===== src/aio_pkg.sv =====
// constants and types for the auxiliary input and status output selector
package aio_pkg;
	localparam logic [7:0] REG_AUX_FUNC = 8'h00;
	localparam logic [7:0] REG_AUX_TYPE = 8'h04;
	localparam logic [7:0] REG_FIXED_BIAS = 8'h08;
	localparam logic [7:0] REG_RELAY_FUNC = 8'h0c;
	localparam logic [7:0] REG_TR1_FUNC = 8'h10;
	localparam logic [7:0] REG_TR2_FUNC = 8'h14;
	localparam logic [7:0] REG_DET_THRESH = 8'h18;
	localparam logic [7:0] REG_STEP2 = 8'h1c;
	localparam logic [7:0] REG_MAX_FREQ = 8'h20;
	localparam logic [7:0] REG_VOLTAGE_OFFSET_TERM_FULL = 8'h24;
	localparam logic [7:0] REG_COMM_OUT = 8'h28;
	localparam logic [7:0] REG_STATUS = 8'h2c;
	localparam logic [7:0] REG_FREF = 8'h30;
	localparam logic [7:0] REG_VOUT = 8'h34;
	localparam logic [2:0] AUX_FUNC_MAX = 3'h4;
	localparam logic [2:0] AUX_FUNC_RST = 3'h0;
	localparam logic [5:0] FIXED_BIAS_MAX = 6'h32;
	localparam logic [5:0] FIXED_BIAS_RST = 6'h0a;
	localparam logic [4:0] OUT_CODE_MAX = 5'h16;
	localparam logic [4:0] RELAY_FUNC_RST = 5'h00;
	localparam logic [4:0] TR1_FUNC_RST = 5'h01;
	localparam logic [4:0] TR2_FUNC_RST = 5'h02;
	localparam logic [15:0] MAX_FREQ_RST = 16'h1770;
	localparam logic [15:0] VOLTAGE_OFFSET_TERM_FULL_RST = 16'h0064;
	localparam logic [15:0] PERCENT_DIV = 16'h0064;
	localparam logic [9:0] CUR_ZERO = 10'h0cd;
	localparam logic [10:0] CUR_SCALE = 11'h500;
	localparam logic [10:0] NORM_FULL = 11'h400;
	localparam logic [9:0] RAW_FULL = 10'h3ff;
	typedef enum logic [2:0] {
		AUX_OFF = 3'b000,
		AUX_SECOND_SPEED_REFERENCE = 3'b001,
		AUX_GAIN = 3'b010,
		AUX_REFERENCE_OFFSET_TERM = 3'b011,
		AUX_VOLTAGE_OFFSET_TERM = 3'b100
	} aio_aux_func_t;
	typedef struct packed {
		logic drive_fault;
		logic run_cmd;
		logic volt_active;
		logic minor_fault;
		logic base_blocked;
		logic local_sel;
		logic drive_ready;
		logic fault_retry;
		logic undervoltage_flag;
		logic reverse_run;
		logic speed_search;
		logic overtorque;
		logic undertorque;
		logic pid_fb_loss;
		logic fref_loss;
		logic overheat_alert;
		logic motor2_sel;
		logic [15:0] set_freq;
		logic [15:0] out_freq;
		logic [15:0] min_freq;
	} aio_status_t;
	typedef struct packed {
		logic [2:0] aux_func;
		logic aux_type;
		logic [5:0] fixed_bias;
		logic [4:0] relay_func;
		logic [4:0] tr1_func;
		logic [4:0] tr2_func;
		logic [15:0] det_thresh;
		logic [15:0] step2;
		logic [15:0] max_freq;
		logic [15:0] voltage_offset_term_full;
		logic [2:0] comm_out;
		logic hv_class;
		logic strap_done;
		logic ack;
		logic [31:0] rdata;
		logic relay_a;
		logic tr1;
		logic tr2;
		logic [15:0] fref;
		logic [15:0] vout;
	} aio_state_t;
endpackage


===== src/aio_select.sv =====
// auxiliary analog input routing and status output selection
`timescale 1ns/1ps
module aio_select
	import aio_pkg::*;
(
	input wire logic clk, // 100 MHz system clock
	input wire logic rstn, // asynchronous reset, active low
	input wire logic [7:0] avs_address, // byte address
	input wire logic avs_read, // read request
	input wire logic avs_write, // write request
	input wire logic [31:0] avs_writedata, // write data
	input wire logic [3:0] avs_byteenable, // byte lanes
	output logic [31:0] avs_readdata, // read data
	output logic avs_waitrequest, // stall
	input wire logic [9:0] operator_analog_jack, // aux analog sample
	input wire logic high_voltage_class, // strap, caught after reset
	input wire logic [15:0] master_ref_adj, // master ref after gain/bias
	input wire logic step2_selected, // multi-step picks reference 2
	input wire logic [15:0] vf_voltage, // voltage after v/f conversion
	input wire aio_status_t drive_status, // drive conditions
	output logic [15:0] freq_ref_out, // final frequency reference
	output logic [15:0] volt_ref_out, // final output voltage
	output logic relay_contact_a, // relay no contact closed
	output logic relay_contact_b, // relay nc contact closed
	output logic transistor_output_one, // open collector one on
	output logic transistor_output_two // open collector two on
);
	logic [1:0] rst_sync_r;
	logic rst_n_q;
	aio_state_t st_r;
	aio_state_t st_nxt;
	logic req;
	logic [10:0] norm;
	logic [15:0] aux_freq;
	logic [15:0] gain_freq;
	logic [15:0] reference_offset_term_amt;
	logic [15:0] reference_offset_term_freq;
	logic [15:0] voltage_offset_term_amt;
	logic [15:0] voltage_offset_term_freq;
	logic [16:0] vb_eff;
	logic [31:0] wmask;
	logic [31:0] wval;

	function automatic logic [10:0] aux_norm(input logic [9:0] raw, input logic cur);
		logic [20:0] p;
		logic [10:0] v;
		p = '0;
		v = '0;
		if (!cur)
		begin
			v = (raw == RAW_FULL) ? NORM_FULL : {1'b0, raw};
		end
		else if (raw > CUR_ZERO)
		begin
			p = 21'(raw - CUR_ZERO) * 21'(CUR_SCALE);
			v = (p[20:10] > NORM_FULL) ? NORM_FULL : p[20:10];
		end
		return v;
	endfunction

	function automatic logic [15:0] scale(input logic [15:0] val, input logic [10:0] n);
		logic [26:0] p;
		p = 27'(val) * 27'(n);
		return p[25:10];
	endfunction

	function automatic logic [15:0] sat_add(input logic [15:0] a, input logic [16:0] b,
		input logic [15:0] lim);
		logic [17:0] s;
		s = 18'(a) + 18'(b);
		return (s > 18'(lim)) ? lim : s[15:0];
	endfunction

	function automatic logic out_sel(input logic [4:0] code, input aio_status_t s,
		input logic [15:0] thr, input logic comm);
		logic r;
		r = 1'b0;
		unique case (code)
			5'h00: r = s.drive_fault;
			5'h01: r = s.run_cmd | s.volt_active;
			5'h02: r = (s.set_freq == s.out_freq);
			5'h03: r = (s.out_freq < s.min_freq);
			5'h04: r = (s.out_freq >= thr);
			5'h05: r = (s.out_freq <= thr);
			5'h06: r = s.overtorque;
			5'h07: r = ~s.overtorque;
			5'h08: r = s.undertorque;
			5'h09: r = ~s.undertorque;
			5'h0a: r = s.minor_fault;
			5'h0b: r = s.base_blocked;
			5'h0c: r = s.local_sel;
			5'h0d: r = ~s.drive_fault & s.drive_ready;
			5'h0e: r = s.fault_retry;
			5'h0f: r = s.undervoltage_flag;
			5'h10: r = s.reverse_run;
			5'h11: r = s.speed_search;
			5'h12: r = comm;
			5'h13: r = s.pid_fb_loss;
			5'h14: r = s.fref_loss;
			5'h15: r = s.overheat_alert;
			5'h16: r = s.motor2_sel;
			default: r = 1'b0;
		endcase
		return r;
	endfunction

	always_ff @(posedge clk or negedge rstn)
	begin
		if (!rstn)
			rst_sync_r <= 2'b00;
		else
			rst_sync_r <= {rst_sync_r[0], 1'b1};
	end
	assign rst_n_q = rst_sync_r[1];

	// relies on the outside never feeding this input to the pid loop
	assign norm = aux_norm(operator_analog_jack, st_r.aux_type);
	assign aux_freq = scale(st_r.max_freq, norm);
	assign gain_freq = scale(master_ref_adj, norm);
	assign reference_offset_term_amt = 16'((32'(st_r.max_freq) * 32'(st_r.fixed_bias)) / 32'(PERCENT_DIV));
	assign reference_offset_term_freq = sat_add(master_ref_adj, {1'b0, scale(reference_offset_term_amt, norm)},
		st_r.max_freq);
	assign voltage_offset_term_amt = scale(st_r.voltage_offset_term_full, norm);
	assign vb_eff = st_r.hv_class ? {voltage_offset_term_amt, 1'b0} : {1'b0, voltage_offset_term_amt};
	assign voltage_offset_term_freq = sat_add(vf_voltage, vb_eff, 16'hffff);
	assign req = avs_read | avs_write;
	assign avs_waitrequest = req & ~st_r.ack;
	assign avs_readdata = st_r.rdata;
	assign wmask = {{8{avs_byteenable[3]}}, {8{avs_byteenable[2]}},
		{8{avs_byteenable[1]}}, {8{avs_byteenable[0]}}};

	always_comb
	begin
		st_nxt = st_r;
		wval = '0;
		// strap is sampled once the reset copy is released
		if (!st_r.strap_done)
		begin
			st_nxt.hv_class = high_voltage_class;
			st_nxt.strap_done = 1'b1;
		end
		// one wait cycle per access; read data loaded during it
		st_nxt.ack = req & ~st_r.ack;
		if (avs_read && !st_r.ack)
		begin
			unique case (avs_address)
				REG_AUX_FUNC: st_nxt.rdata = {29'h0, st_r.aux_func};
				REG_AUX_TYPE: st_nxt.rdata = {31'h0, st_r.aux_type};
				REG_FIXED_BIAS: st_nxt.rdata = {26'h0, st_r.fixed_bias};
				REG_RELAY_FUNC: st_nxt.rdata = {27'h0, st_r.relay_func};
				REG_TR1_FUNC: st_nxt.rdata = {27'h0, st_r.tr1_func};
				REG_TR2_FUNC: st_nxt.rdata = {27'h0, st_r.tr2_func};
				REG_DET_THRESH: st_nxt.rdata = {16'h0, st_r.det_thresh};
				REG_STEP2: st_nxt.rdata = {16'h0, st_r.step2};
				REG_MAX_FREQ: st_nxt.rdata = {16'h0, st_r.max_freq};
				REG_VOLTAGE_OFFSET_TERM_FULL: st_nxt.rdata = {16'h0, st_r.voltage_offset_term_full};
				REG_COMM_OUT: st_nxt.rdata = {29'h0, st_r.comm_out};
				REG_STATUS: st_nxt.rdata = {27'h0, st_r.hv_class, st_r.tr2, st_r.tr1,
					~st_r.relay_a, st_r.relay_a};
				REG_FREF: st_nxt.rdata = {16'h0, st_r.fref};
				REG_VOUT: st_nxt.rdata = {16'h0, st_r.vout};
				default: st_nxt.rdata = 32'h0;
			endcase
		end
		// out-of-range function codes and bias are refused and the old value kept; aux type and comm out keep only their low bits
		if (avs_write && st_r.ack)
		begin
			unique case (avs_address)
				REG_AUX_FUNC:
				begin
					wval = (avs_writedata & wmask) | ({29'h0, st_r.aux_func} & ~wmask);
					if (wval <= 32'(AUX_FUNC_MAX))
						st_nxt.aux_func = wval[2:0];
				end
				REG_AUX_TYPE:
				begin
					if (avs_byteenable[0])
						st_nxt.aux_type = avs_writedata[0];
				end
				REG_FIXED_BIAS:
				begin
					wval = (avs_writedata & wmask) | ({26'h0, st_r.fixed_bias} & ~wmask);
					if (wval <= 32'(FIXED_BIAS_MAX))
						st_nxt.fixed_bias = wval[5:0];
				end
				REG_RELAY_FUNC:
				begin
					wval = (avs_writedata & wmask) | ({27'h0, st_r.relay_func} & ~wmask);
					if (wval <= 32'(OUT_CODE_MAX))
						st_nxt.relay_func = wval[4:0];
				end
				REG_TR1_FUNC:
				begin
					wval = (avs_writedata & wmask) | ({27'h0, st_r.tr1_func} & ~wmask);
					if (wval <= 32'(OUT_CODE_MAX))
						st_nxt.tr1_func = wval[4:0];
				end
				REG_TR2_FUNC:
				begin
					wval = (avs_writedata & wmask) | ({27'h0, st_r.tr2_func} & ~wmask);
					if (wval <= 32'(OUT_CODE_MAX))
						st_nxt.tr2_func = wval[4:0];
				end
				REG_DET_THRESH:
				begin
					wval = (avs_writedata & wmask) | ({16'h0, st_r.det_thresh} & ~wmask);
					st_nxt.det_thresh = wval[15:0];
				end
				REG_STEP2:
				begin
					wval = (avs_writedata & wmask) | ({16'h0, st_r.step2} & ~wmask);
					st_nxt.step2 = wval[15:0];
				end
				REG_MAX_FREQ:
				begin
					wval = (avs_writedata & wmask) | ({16'h0, st_r.max_freq} & ~wmask);
					st_nxt.max_freq = wval[15:0];
				end
				REG_VOLTAGE_OFFSET_TERM_FULL:
				begin
					wval = (avs_writedata & wmask) | ({16'h0, st_r.voltage_offset_term_full} & ~wmask);
					st_nxt.voltage_offset_term_full = wval[15:0];
				end
				REG_COMM_OUT:
				begin
					if (avs_byteenable[0])
						st_nxt.comm_out = avs_writedata[2:0];
				end
				default: wval = '0;
			endcase
		end
		// reference routing; unknown codes cannot be stored
		st_nxt.fref = master_ref_adj;
		st_nxt.vout = vf_voltage;
		unique case (st_r.aux_func)
			AUX_SECOND_SPEED_REFERENCE: st_nxt.fref = step2_selected ? aux_freq : master_ref_adj;
			AUX_GAIN: st_nxt.fref = gain_freq;
			AUX_REFERENCE_OFFSET_TERM: st_nxt.fref = reference_offset_term_freq;
			AUX_VOLTAGE_OFFSET_TERM: st_nxt.vout = voltage_offset_term_freq;
			default: st_nxt.fref = master_ref_adj;
		endcase
		if (st_r.aux_func != AUX_SECOND_SPEED_REFERENCE && step2_selected)
			st_nxt.fref = st_r.step2;
		// every output follows its condition on each clock
		st_nxt.relay_a = out_sel(st_r.relay_func, drive_status, st_r.det_thresh,
			st_r.comm_out[0]);
		st_nxt.tr1 = out_sel(st_r.tr1_func, drive_status, st_r.det_thresh,
			st_r.comm_out[1]);
		st_nxt.tr2 = out_sel(st_r.tr2_func, drive_status, st_r.det_thresh,
			st_r.comm_out[2]);
	end

	always_ff @(posedge clk or negedge rst_n_q)
	begin
		if (!rst_n_q)
		begin
			st_r <= '0;
			st_r.aux_func <= AUX_FUNC_RST;
			st_r.fixed_bias <= FIXED_BIAS_RST;
			st_r.relay_func <= RELAY_FUNC_RST;
			st_r.tr1_func <= TR1_FUNC_RST;
			st_r.tr2_func <= TR2_FUNC_RST;
			st_r.max_freq <= MAX_FREQ_RST;
			st_r.voltage_offset_term_full <= VOLTAGE_OFFSET_TERM_FULL_RST;
		end
		else
			st_r <= st_nxt;
	end

	assign freq_ref_out = st_r.fref;
	assign volt_ref_out = st_r.vout;
	assign relay_contact_a = st_r.relay_a;
	assign relay_contact_b = ~st_r.relay_a;
	assign transistor_output_one = st_r.tr1;
	assign transistor_output_two = st_r.tr2;

	a_func_off_pass: assert property (@(posedge clk) disable iff (!rst_n_q)
		(rst_n_q && st_r.aux_func == AUX_OFF && !step2_selected && $stable(st_r.aux_func))
		|=> freq_ref_out == $past(master_ref_adj))
		else $error("aux input not ignored when disabled");
	a_second_speed_reference_aux: assert property (@(posedge clk) disable iff (!rst_n_q)
		(rst_n_q && st_r.aux_func == AUX_SECOND_SPEED_REFERENCE && step2_selected)
		|=> freq_ref_out == $past(aux_freq))
		else $error("second reference not taken from aux input");
	a_gain_mult: assert property (@(posedge clk) disable iff (!rst_n_q)
		(rst_n_q && st_r.aux_func == AUX_GAIN && norm == NORM_FULL)
		|=> freq_ref_out == $past(master_ref_adj))
		else $error("full gain changed the reference");
	a_bias_range: assert property (@(posedge clk) disable iff (!rst_n_q)
		st_r.fixed_bias <= FIXED_BIAS_MAX)
		else $error("fixed bias out of range");
	a_voltage_offset_term_off: assert property (@(posedge clk) disable iff (!rst_n_q)
		(rst_n_q && st_r.aux_func != AUX_VOLTAGE_OFFSET_TERM && $stable(st_r.aux_func))
		|=> volt_ref_out == $past(vf_voltage))
		else $error("voltage offset applied outside function 4");
	a_relay_pair: assert property (@(posedge clk) disable iff (!rst_n_q)
		relay_contact_b != relay_contact_a)
		else $error("relay contacts not complementary");
	a_relay_fault: assert property (@(posedge clk) disable iff (!rst_n_q)
		(rst_n_q && st_r.relay_func == 5'h00 && $stable(st_r.relay_func))
		|=> relay_contact_a == $past(drive_status.drive_fault))
		else $error("relay does not follow fault");
	a_det_thresh: assert property (@(posedge clk) disable iff (!rst_n_q)
		(rst_n_q && st_r.tr1_func == 5'h04 && $stable(st_r.tr1_func)
		&& $stable(st_r.det_thresh))
		|=> transistor_output_one
		== ($past(drive_status.out_freq) >= $past(st_r.det_thresh)))
		else $error("frequency detection wrong");
	a_comm_out: assert property (@(posedge clk) disable iff (!rst_n_q)
		(rst_n_q && st_r.tr2_func == 5'h12 && $stable(st_r.tr2_func))
		|=> transistor_output_two == $past(st_r.comm_out[2]))
		else $error("output two ignores communication value");
	a_voltage_offset_term_double: assert property (@(posedge clk) disable iff (!rst_n_q)
		(st_r.hv_class && st_r.strap_done) |-> vb_eff == {voltage_offset_term_amt, 1'b0})
		else $error("voltage offset not doubled");
endmodule


===== config.mk =====
export PLATFORM = sky130hd
export DESIGN_NAME = aio_select
export DESIGN_NICKNAME = d
export VERILOG_FILES = /design/src/aio_pkg.sv /design/src/aio_select.sv
export SDC_FILE = /design/constraint.sdc
export NUM_CORES = 2
export LEC_CHECK = 0
export ABC_AREA = 1
export BUFFER_PORTS_ARGS = -buffer_cell sky130_fd_sc_hd__buf_2
export CAP_MARGIN = 5
export CORE_ASPECT_RATIO = 2
export CORE_MARGIN = 2
export CORE_UTILIZATION = 56
export DETAILED_ROUTE_END_ITERATION = 16
export PLACE_DENSITY = 0.73
export SYNTH_ARGS = -nofsm -noshare
export SYNTH_HDL_FRONTEND = slang
export SYNTH_SLANG_ARGS = --single-unit

===== constraint.sdc =====
create_clock -name clk -period 5.55 [get_ports clk]
set_clock_uncertainty 0.2 [all_clocks]
set_input_delay 1.11 -clock clk [delete_from_list [all_inputs] [get_ports clk]]
set_output_delay 1.11 -clock clk [all_outputs]
set_load 0.03 [all_outputs]

---- After elaboration in Yosys (flattened, before gate mapping) ----
Cells that the tools add are included.
word-level totals
  register bits after elaboration ......... 164
  input bits .............................. 157
  output and inout bits ................... 69
  word-level logic and storage cells ...... 192
cells by class
  add/sub/neg operators ................... 3
  multipliers ............................. 6
  div/mod/pow operators ................... 1
  magnitude comparators ................... 12
  eq/ne operators ......................... 86
  mux-type cells .......................... 15
  bitwise logic cells ..................... 29
  reduce and logical (&&, ||, !) cells .... 19
operators with widths
  operator                 count
  $pmux W16 S14            1
  $or A32 B32 Y32          5
  $eq A5 B4 Y1 const B     24
  $eq A5 B5 Y1 const B     21
  $mul A16 B11 Y26         4
  $and A5 B32 Y32          3
  $le A32 B5 Y1 const B    3
  $mux W16                 5
  $pmux W1 S23             3
  $and A16 B16 Y16         4
  $or A16 B16 Y16          4
  $eq A5 B3 Y1 const B     12
  $eq A8 B6 Y1 const B     6
  $pmux W16 S3             1
  $mux W11                 4
  $and A3 B32 Y32          1
  $and A32 B32 Y32         1
  $and A6 B32 Y32          1
  $div A22 B7 Y32 const B  1
  $eq A8 B5 Y1 const B     4
  $le A32 B3 Y1 const B    1
  $le A32 B6 Y1 const B    1
  $not A32 Y32             1
  $eq A5 B2 Y1 const B     6
  other kinds (31)         54

---- Logic depth before layout (Yosys ltp) ----
  depth after elaboration ................. 12
  gate-level depth with buffers ........... 151
  depth with buffers taken out ............ 145

---- Worst setup path before layout ----
OpenSTA, ideal clock, no wires.
  kind .................................... reg-to-reg
  start point ............................. register (tool-made name)
  end point ............................... register st_r, in the netlist freq_ref_out[14]
  library setup time ...................... 0.138 ns
  arrival ................................. 18.107 ns
  required time ........................... 5.212 ns
  path slack .............................. -12.895 ns
  stages on the path, launching flop included .. 129
  buffers on the path ..................... 7
  clock period less this slack ............ 18.445 ns
  cells stage by stage .................... dfstp_2 clkbuf_1 clkbuf_1 nand2_1 fa_1 inv_1 fa_1 inv_1 fa_1 inv_1 ha_1 nand2_1 nand2_1 nand2_1 nand2_1 a21oi_1 nand3_1 nand2_1 [... 93 more ...] nand2_1 a21oi_1 nor2_1 nor2_1 xnor2_1 ha_1 inv_1 nor2_1 nand3_1 or3_1 a31o_2 o311ai_0 nand2_1 inv_1 clkbuf_1 a21oi_1 o41ai_1 o21ai_0
RTL lines
  item                    line               source
  end signal: assignment  aio_select.sv:267  st_r <= st_nxt;
  end: declaration        aio_select.sv:30   aio_state_t st_r;

==> flow_summary_export.csv <==
group,metric,value,unit
status,outcome,"finished with violations",
status,violations,"negative setup slack",
drt,ant_nets,0,
place,numPortBuffers,209,
pwr,p_leak,27.5,nW
drt,drcViolationCount,0,
setup_path,endpoint,"freq_ref_out[7]",
setup_path,end_kind,"flip-flop",
place,place_hpwl,117000,um
die,ios,226,
place,pre_cts_slack,-13.86,ns
yosys,ys_seq_area_share,9.70,%
place,dpl_cell_area,46100,um^2
layout,multi_input_area,31500,um^2
global_route,grt_pass1_vias,41871,
clock_network,cts_hold_buf,0,
die,core-area,67700,um^2
setup_path,crit_path_top_delay_cell,"dfstp_2",
setup_path,slowest_delay,0.65,ns
die,start_util,56.6,%
yosys,ys_seq_elements,148,
timing,final_max_slew_viol_count,0,
die,die_h,374,um
clock_network,clock_sinks,148,
layout,ff_latch_area,3730,um^2
place,place_congestion,1.01,
timing,layout_min_cycle_time,18.69,ns
timing,rsz0062_at_grt,"yes",
layout,layout.cells.non_filler,6946,
drt,vias,39319,
setup_path,worstPathRequired,5.66,ns
clock_network,tritoncts,"done",
drt,drt_iter0_drc,2807,
clock_network,clock_path_buffers,2,
worst_hold_path,whs_path_depth,0,
global_route,antenna_found_initial,4,
yosys,synth_top_flop_cell,"dfrtp_1",
layout,finalInstanceArea,49400,um^2
global_route,grt_pass1_wl,222000,um
drt,wl_per_cell,21.0,um
layout,diodes,0,
setup_path,r2r_slack,-13.14,ns
setup_path,cp_max_fo,7,
layout,n_fill_cell,5323,
yosys,synth_cell_type_count,77,
clock_network,h-tree-depth,4,
drt,drt-total-wl,146000,um
yosys,netlist.area_leader.share,28.8,%
timing,min_period_over_period,337,%
timing,hold_ws,0.163,ns
setup_path,arrival,18.80,ns
drt,dr.pass1.iters,7,
setup_path,crit_top_cell,"nand2_4",
setup_path,r2r_cells,132,
yosys,syn_inst,5129,
place,placed_cells,6799,
timing,fmax,53.5,MHz
layout,fin_nets,7121,
setup_path,reg2reg_to,"freq_ref_out[7]",
drt,vias_per_cell,5.66,
timing,hold_viol,0,
layout,area_growth,28.8,%
yosys,yosys.area.top_type,"fa_1",
pwr,finalPower,10.3,mW
setup_path,startpoint,"st_r[155]",
yosys,async_reset_ff_share,100,%
layout,final_cell_mix,"1026 x nand2_1, 991 x inv_1, 862 x buf_4",
global_route,overflow,0,
timing,setup_viol_count_final,32,
pwr,peakVddDrop,640,uV
layout,layout_commonest_cell,"nand2_1",
job,maxCapViolCount,0,
setup_path,critical_path_class,"reg -> reg",
clock_network,clkTransAtPathRegs,0.07,ns
timing,tightest_slew,1.39,ns
yosys,synth_area_leaders,"fa_1 29%, ha_1 12%, nand2_1 11%",
worst_hold_path,hold_path_class,"reg -> reg",
layout,drive_above_1_share,28.3,%
die,row_count,135,
die,dieWidth,189,um
clock_network,numCtsBuffers,17,
global_route,grt_start_max_net_pins,70,
setup_path,r2r-start,"st_r[155]",
clock_network,root_buffer,"clkbuf_16",
timing,relSlewSlack,6.72,%
pwr,powerDensity,208,nW/um^2
clock_network,clk_latency,0.47,ns
global_route,grt_usage,41.5,%
yosys,synth_warnings,0,
yosys,netlist_area,38400,um^2
die,die_area,70700,um^2
setup_path,start_kind,"flip-flop",
yosys,avgSynthCellArea,7.48,um^2
yosys,synth_edf_count,0,
timing,setup_slack,-13.14,ns
[worst min-delay path by stage]
stage / start / endpoint / slack [ns]
CTS: rst_sync_r[0] / rst_sync_r[1] / 0.16
finish: rst_sync_r[0] / rst_sync_r[1] / 0.16
global placement: rst_sync_r[0] / rst_sync_r[1] / 0.14
detailed placement: rst_sync_r[0] / rst_sync_r[1] / 0.14
global route: rst_sync_r[0] / rst_sync_r[1] / 0.17
floorplan: rst_sync_r[0] / rst_sync_r[1] / 0.13
[worst max-delay path, delay by kind of cell, from the launching register on]
family | cells | cell delay [ns]
fa+ha+maj | 12 | 5.20
flops | 1 | 0.65
buf+inv | 20 | 2.16
simple gates | 81 | 7.28
xor+xnor | 2 | 0.37
compound gates | 17 | 2.67
[synth_stat cells, types with 7 or more instances]
master        n
clkbuf_1    127
nand3b_1     10
buf_4        67
nand3_1     146
xnor2_1      53
nand2_2      79
o22ai_1      60
o21bai_1     15
nor4_1       13
o2111ai_1     8
o211ai_1     28
xor2_1       68
clkinv_1     14
inv_2        14
o21ai_0     242
nand3_2      11
inv_1      1026
a2111oi_0     7
a21oi_1     166
nor3_1       48
nor2_1      439
nor2_2        9
nand4_1      45
a211oi_1      7
nand2_1    1106
fa_1        552
ha_1        369
a22o_1        8
a21o_1       13
o221ai_1     13
o21a_1       10
nand2_4      38
a31oi_1       8
o21ai_1      13
buf_6         7
dfrtp_1     134
dfstp_2      14
o21ai_2       7
buf_1        36
[what timing repair did]
action,4_1_cts,5_1_grt
gates resized for setup,260,191
setup buffers,83,30
cloned,4,1
setup endpoints to repair,32,32
pin swaps,134,110
[stage by stage]
step	util (%)	setup TNS, ns
after global routing	73.0	-334.26
after floorplan	-	-282.32
after detailed placement	68.1	-331.50
final	73.0	-307.49
after global placement	68.1	-324.79
after CTS	71.5	-301.40
[area by class of cell]
type | count | area share (%)
inverters | 1061 | 8.29
well taps | 890 | 2.25
repair buffers | 1122 | 16.9
flip-flops and latches | 148 | 7.55
clock buffers | 18 | 0.889
clock inverters | 14 | 0.385
multi-input cells | 3693 | 63.7
[where the power goes]
part           leakage (nW)  internal [mW]  total (mW)  switching [mW]
registers              1.79           1.11        1.16          0.0526
clock network         0.306          0.734        1.29           0.557
logic                  25.4           3.87        7.85            3.98
[logic make-up after synthesis]
logic type | after synthesis | share of synthesized area (%)
AOI/OAI and AO/OA | 646 | 9.96
xor gates and xnor gates | 122 | 2.81
adders and majority gates | 921 | 40.8
buffers and inverters | 1304 | 13.8
DFF | 148 | 9.70
muxes | 4 | 0.111
other | 2 | 0.0196
and+or+nand+nor | 1982 | 22.8
[layer usage]
metal	share of wire [%]	up-vias	track usage [%]
met5	0.019	-	0
met4	13	4	41.1
met3	7.8	871	8.82
met2	49	1967	72.2
met1	30	18867	39.4
li1	-	17610	-
Note: power is estimated with default switching activity, not from simulation.
